===== config.mk =====
export PLATFORM = sky130hd
export DESIGN_NAME = ecs_event_channel_status
export DESIGN_NICKNAME = d
export VERILOG_FILES = /design/src/hw/ecs_pkg.sv /design/src/hw/ecs_event_channel_status.sv
export SDC_FILE = /design/constraint.sdc
export NUM_CORES = 1
export LEC_CHECK = 0
export ABC_AREA = 1
export BUFFER_PORTS_ARGS = -buffer_cell sky130_fd_sc_hd__buf_2
export CELL_PAD_IN_SITES_DETAIL_PLACEMENT = 1
export CELL_PAD_IN_SITES_GLOBAL_PLACEMENT = 1
export CORE_MARGIN = 2
export CORE_UTILIZATION = 40
export DETAILED_ROUTE_END_ITERATION = 16
export MAX_ROUTING_LAYER = met4
export PLACE_DENSITY = 0.81
export SLEW_MARGIN = 20
export SYNTH_ARGS = -nofsm -noshare
export SYNTH_HDL_FRONTEND = slang
export SYNTH_SLANG_ARGS = --single-unit

===== constraint.sdc =====
create_clock -name ref_clk -period 3.8 [get_ports ref_clk]
set_clock_uncertainty 0.15 [all_clocks]
set_input_delay 0.19 -clock ref_clk [delete_from_list [all_inputs] [get_ports ref_clk]]
set_output_delay 0.19 -clock ref_clk [all_outputs]
set_load 0.005 [all_outputs]

===== src/hw/ecs_pkg.sv =====
// Constants and register map of the event channel status block
//
// Operation
// - One busy bit per channel, bits 27:24,15:8
// - Busy set while any connected user pending
// - Busy cleared when channel is idle
// - One users-ready bit per channel, bits 19:16,7:0
// - Ready only when all connected users ready
// - Users 0x07..0x16 accept async, sync, resync paths
package ecs_pkg;

    // ------------------------------------------------------------
    // Register offsets (byte addresses)
    // ------------------------------------------------------------
    localparam logic [11:0] OFS_CHANNEL_STATE = 12'h00C;
    localparam logic [11:0] OFS_INT_MASK = 12'h010;
    localparam logic [11:0] OFS_INT_FLAG = 12'h014;
    localparam logic [11:0] OFS_USER_BASE = 12'h080;

    // ------------------------------------------------------------
    // Status word layout and reset value
    // ------------------------------------------------------------
    localparam int BUSY_LO_POS = 8;
    localparam int BUSY_HI_POS = 24;
    localparam int READY_LO_POS = 0;
    localparam int READY_HI_POS = 16;
    localparam int LO_CHANNELS = 8;
    localparam logic [31:0] CHANNEL_STATE_RESET = 32'h000F00FF;

    // ------------------------------------------------------------
    // User table: index range and configuration word layout
    // ------------------------------------------------------------
    localparam logic [7:0] USER_FIRST = 8'h07;
    localparam logic [7:0] USER_LAST = 8'h16;
    localparam int SEL_W = 5;
    localparam int PATH_POS = 8;
    localparam logic [31:0] USER_CFG_MASK = 32'h0000031F;
    localparam logic [31:0] USER_CFG_RESET = 32'h00000000;

    typedef enum logic [1:0] {
        ECS_PATH_SYNC = 2'b00,
        ECS_PATH_RESYNC = 2'b01,
        ECS_PATH_ASYNC = 2'b10
    } ecs_path_e;

endpackage


===== src/hw/ecs_event_channel_status.sv =====
// Event channel status, user path routing and APB register slave
//
// The APB slave port was left to the implementer.
`timescale 1ns/1ps
module ecs_event_channel_status
    import ecs_pkg::*;
#(
    parameter int NUM_CH = 12,
    parameter int NUM_USERS = 16
) (
    input wire logic ref_clk,
    input wire logic rst,
    input wire logic [11:0] paddr,
    input wire logic psel,
    input wire logic penable,
    input wire logic pwrite,
    input wire logic [31:0] pwdata,
    output logic [31:0] prdata,
    output logic pready,
    output logic pslverr,
    input wire logic [NUM_CH-1:0] chanEvent,
    input wire logic [NUM_USERS-1:0] userReady,
    input wire logic [NUM_USERS-1:0] userAck,
    output logic [NUM_USERS-1:0] userEvent,
    output logic irq
);

    // ------------------------------------------------------------
    // Helper functions
    // ------------------------------------------------------------

    // Byte address of the configuration word of local user u
    function automatic logic [11:0] userOffset(input int u);
        logic [11:0] idx;
        idx = 12'(int'(USER_FIRST) + u);
        return OFS_USER_BASE + {idx[9:0], 2'b00};
    endfunction

    // Channel hit for a select field: 0 is unconnected, n is channel n-1
    function automatic logic selHits(input logic [SEL_W-1:0] sel,
                                     input int ch);
        return sel == SEL_W'(ch + 1);
    endfunction

    // ------------------------------------------------------------
    // Declarations
    // ------------------------------------------------------------
    logic [31:0] userCfg [NUM_USERS];
    logic [NUM_USERS-1:0] pending;
    logic [NUM_USERS-1:0] userHit;
    logic [NUM_USERS-1:0] syncStage;
    logic [NUM_USERS-1:0] resyncStage1;
    logic [NUM_USERS-1:0] resyncStage2;
    logic [NUM_USERS-1:0] userCfgSel;
    logic [NUM_CH-1:0] chanBusy;
    logic [NUM_CH-1:0] chanReady;
    logic [NUM_CH-1:0] busyPrev;
    logic [NUM_CH-1:0] intFlag;
    logic [NUM_CH-1:0] intMask;
    logic [31:0] stateWord;
    logic [31:0] userReadData;
    logic [31:0] next_prdata;
    logic userMapped;

    // ------------------------------------------------------------
    // APB decode
    // ------------------------------------------------------------

    // Zero wait states: every access completes in its first cycle
    wire setupPhase = psel && !penable;
    wire accessPhase = psel && penable;
    wire writeStrobe = accessPhase && pwrite;
    wire hitState = paddr == OFS_CHANNEL_STATE;
    wire hitMask = paddr == OFS_INT_MASK;
    wire hitFlag = paddr == OFS_INT_FLAG;
    wire mapped = hitState || hitMask || hitFlag || userMapped;
    wire writeMask = writeStrobe && hitMask;
    wire writeFlag = writeStrobe && hitFlag;
    assign pready = 1'b1;
    // Unmapped addresses and writes to the read-only status word fail
    assign pslverr = accessPhase && (!mapped || (pwrite && hitState));

    // ------------------------------------------------------------
    // User path table and per-user event delivery
    // ------------------------------------------------------------
    generate
        for (genvar u = 0; u < NUM_USERS; u++) begin : gUser
            wire [SEL_W-1:0] sel = userCfg[u][SEL_W-1:0];
            wire [1:0] path = userCfg[u][PATH_POS+1:PATH_POS];
            logic hit;

            assign userCfgSel[u] = paddr == userOffset(u);

            // Event on the channel this user is attached to
            always_comb begin
                hit = 1'b0;
                for (int ch = 0; ch < NUM_CH; ch++) begin
                    if (selHits(sel, ch) && chanEvent[ch]) begin
                        hit = 1'b1;
                    end
                end
            end
            assign userHit[u] = hit;

            // Path choice: async passes straight, sync one flop, resync two
            assign userEvent[u] = (path == ECS_PATH_ASYNC) ? userHit[u] :
                (path == ECS_PATH_RESYNC) ? resyncStage2[u] : syncStage[u];

            // Path stages, configuration and outstanding-event tracking
            always_ff @(posedge ref_clk) begin
                if (rst) begin
                    userCfg[u] <= USER_CFG_RESET;
                    syncStage[u] <= 1'b0;
                    resyncStage1[u] <= 1'b0;
                    resyncStage2[u] <= 1'b0;
                    pending[u] <= 1'b0;
                end else begin
                    syncStage[u] <= userHit[u];
                    resyncStage1[u] <= userHit[u];
                    resyncStage2[u] <= resyncStage1[u];
                    if (writeStrobe && userCfgSel[u]) begin
                        userCfg[u] <= pwdata & USER_CFG_MASK;
                    end
                    // A new event wins over an acknowledge in the same cycle
                    if (userHit[u]) begin
                        pending[u] <= 1'b1;
                    end else if (userAck[u]) begin
                        pending[u] <= 1'b0;
                    end
                end
            end
        end
    endgenerate

    assign userMapped = |userCfgSel;

    // Read data of the addressed user configuration word
    always_comb begin
        userReadData = 32'h00000000;
        for (int u = 0; u < NUM_USERS; u++) begin
            if (userCfgSel[u]) begin
                userReadData = userCfg[u];
            end
        end
    end

    // ------------------------------------------------------------
    // Channel busy and users-ready, live from the user handshake
    // ------------------------------------------------------------

    // A channel with no users is idle and reads as ready
    always_comb begin
        for (int ch = 0; ch < NUM_CH; ch++) begin
            chanBusy[ch] = 1'b0;
            chanReady[ch] = 1'b1;
            for (int u = 0; u < NUM_USERS; u++) begin
                if (selHits(userCfg[u][SEL_W-1:0], ch)) begin
                    chanBusy[ch] = chanBusy[ch] | pending[u];
                    chanReady[ch] = chanReady[ch] & userReady[u];
                end
            end
        end
    end

    // Pack channels into the status word, upper channels in the high bytes
    always_comb begin
        stateWord = 32'h00000000;
        for (int ch = 0; ch < NUM_CH; ch++) begin
            if (ch < LO_CHANNELS) begin
                stateWord[BUSY_LO_POS+ch] = chanBusy[ch];
                stateWord[READY_LO_POS+ch] = chanReady[ch];
            end else begin
                stateWord[BUSY_HI_POS+ch-LO_CHANNELS] = chanBusy[ch];
                stateWord[READY_HI_POS+ch-LO_CHANNELS] = chanReady[ch];
            end
        end
    end

    // ------------------------------------------------------------
    // Channel-done interrupt: sticky flags, mask, one level output
    // ------------------------------------------------------------
    wire [NUM_CH-1:0] chanDone = busyPrev & ~chanBusy;
    wire [NUM_CH-1:0] flagClear = writeFlag ? pwdata[NUM_CH-1:0] : '0;
    assign irq = |(intFlag & intMask);

    // Flag set by a finished channel wins over a clear in the same cycle
    always_ff @(posedge ref_clk) begin
        if (rst) begin
            busyPrev <= '0;
            intFlag <= '0;
            intMask <= '0;
        end else begin
            busyPrev <= chanBusy;
            intFlag <= (intFlag & ~flagClear) | chanDone;
            if (writeMask) begin
                intMask <= pwdata[NUM_CH-1:0];
            end
        end
    end

    // ------------------------------------------------------------
    // Read data, captured in the setup cycle
    // ------------------------------------------------------------
    always_comb begin
        next_prdata = 32'h00000000;
        if (hitState) begin
            next_prdata = stateWord;
        end else if (hitMask) begin
            next_prdata[NUM_CH-1:0] = intMask;
        end else if (hitFlag) begin
            next_prdata[NUM_CH-1:0] = intFlag;
        end else if (userMapped) begin
            next_prdata = userReadData;
        end
    end

    always_ff @(posedge ref_clk) begin
        if (rst) begin
            prdata <= CHANNEL_STATE_RESET;
        end else if (setupPhase && !pwrite) begin
            prdata <= next_prdata;
        end
    end

endmodule


==> reports/results.ini <==
[clock_network]
insertion_delay_ps=570
cts_buffers=24
cts-resized-gates=0
clock_sinks=220
clockBufferDepth=3
root_buffer=clkbuf_16
post-cts-setup-buffer-count=0
clk_pin_slew_ps=60
htreeDepth=1
ctsHoldBuffers=30
cts_tree=done

[grt]
gr-usage-all-layers=0.482
grt_max_degree=70
grt_pass1_wl_mm=129
grt_pass1_vias=18600
grt-ovfl-total=0
grt_antenna_before_repair=5

[power]
powerDensity_nw_per_um2=359
seqPwrFrac=0.445
switching_power_mw=1.89
leakagePower_nw=6.86
p_int_mw=4.27
clock_power_share=0.410
pwr-share-comb=0.144
switching_share=0.306
peakVddDrop_mv=0.449
power.total_mw=6.15

[routing]
first_pass_iters=6
vias=18300
drt-initial-drc-count=2265
detail-route-antenna-nets=0
routed_via_density=6.47
drc=0
drt_wl_total_mm=91.9
wl_per_cell_um=32.5

[timing]
timing.final.hold_violations=0
final-setup-viol-count=0
slew_headroom=0.201
fmax_mhz=269
min_period_over_period=0.979
tightest_slew_ps=1170
post-route-worst-setup-slack_ps=78.2
rsz0062_at_grt=no
final.min_clock_period_ps=3720
timing.hold.ws_ps=168
final_max_slew_viol_count=0

[placement]
numPortBuffers=114
hpwl_mm=70.2
dp_slack_ps=-41.9
placed_area_um2=16000
place.gp.congestion=1.13
dp.cells=2750

[critical_path]
crit_fanout=4
critPathRequiredTime_ps=4140
cp.arrival_ps=4060
endpoint_kind=flop
crit_type=flop to flop
critPathLaunchType=flop

[yosys]
ys.warnings.count=0
synth_edf_count=112
synth_top_area_frac=0.227
synth.distinct_cells=54
synth_area_leaders=edfxtp_1 (23%), dfxtp_1 (15%), nor2_1 (11%)
netlist.top_cell.by_area=edfxtp_1
ys_seq_area_frac=0.373
netlist_instances=2190
avgSynthCellArea_um2=6.76
synthArstFlopShare=0
synthFlopType=edfxtp_1
synthesis.area_um2=14800
ys_ff_latch=220

[floorplanning]
core_um2=36500
rows=70
initial_core_util=0.406
die_w_um=196
ios=144
die_area_um2=38600
dieHeight_um=196

[final_layout]
final_cell_mix=nor2_1 (415), nand2_1 (382), inv_1 (376)
final_area_um2=17100
fin_nets=2431
layout-drive-gt1-share=0.102
layout.cells.non_filler=2828
layout_commonest_cell=nor2_1
fillers=4762
areaGrowthSynthToFinish_pct=15.8

[worst_hold_path]
hold_class=input port to flop

[flow_run]
cap_violations=0

[run_status]
status=complete, no violations

layer usage:
layer  up-vias  track usage  share of wire
li1       7692            -              -
met2      1246        0.744           0.44
met1      9018        0.577           0.38
met3       340        0.115           0.11
met4         0        0.276          0.069
met5         -            -              0
sequential cells by signal (all words and copies together), names as in the netlist:
signal        flops
userCfg         112
pending          16
resyncStage1     16
intMask          12
resyncStage2     16
prdata           24
intFlag          12
busyPrev         12
critical path, stage by stage, from the launching register on:
cell and delay (ps):
edfxtp_1 480, inv_1 130, nor2_1 60, inv_1 120, nor2_1 110, nand2_1 90
o21ai_0 80, a2111oi_0 880, nand3_1 170, a2111oi_0 960, buf_4 260, o21ai_0 70
nand3_1 80
power groups by stage:
stage               Sequential, mW  Combinational, mW  Clock (mW)
floorplan                     2.71              0.425           0
global placement              2.77              0.785           0
detailed placement            2.78              0.808           0
CTS                           2.73              0.842        2.51
global route                  2.74              0.917        2.59
finish                        2.74              0.888        2.52
logic make-up after synthesis:
family | synth area share
other | 0.000507
flip-flops | 0.373
multiplexers | 0.00228
AO/OA/AOI/OAI | 0.219
buffers and inverters | 0.122
AND/OR/NAND/NOR | 0.283
worst paths after layout:
check / start / endpoint / slack (ps) / cells after the start
min: pwrite / prdata[24] / 170 / 7
max: userCfg[0][30] / prdata[5] / 80 / 12
max reg2reg: userCfg[0][30] / prdata[5] / 80 / 12
min reg2reg: resyncStage1[13] / resyncStage2[13] / 280 / 2
final cells by class:
cell class,count,area (um2),area share
timing repair buffer,186,1190,0.0692
clock buffer,34,752,0.0439
clock inverter,10,91.3,0.00533
multi-input combinational,1508,7500,0.438
sequential,220,5530,0.322
antenna,4,10.0,0.000584
tap,468,586,0.0341
inverter,398,1490,0.0871
stage by stage:
stage,utilization,setup TNS (ps)
floorplan,-,0
global placement,0.438,-14.2
detailed placement,0.438,-41.9
CTS,0.469,0
global route,0.470,0
finish,0.470,0
cells in the mapped netlist (all sizes together), types with 6 or more instances:
| master | instances |
|---|---|
| nand4 | 34 |
| o221ai | 9 |
| a21oi | 92 |
| o31ai | 19 |
| o211ai | 13 |
| a2111oi | 21 |
| clkbuf | 47 |
| nor3 | 60 |
| inv | 385 |
| dfxtp | 108 |
| a211oi | 6 |
| nand2 | 387 |
| a22oi | 24 |
| o2111ai | 18 |
| a221oi | 60 |
| edfxtp | 112 |
| clkinv | 13 |
| buf | 24 |
| o21ai | 130 |
| o22ai | 83 |
| nor2 | 428 |
| nor4 | 12 |
| nand3 | 69 |
Power figures use the tool's default switching activity.
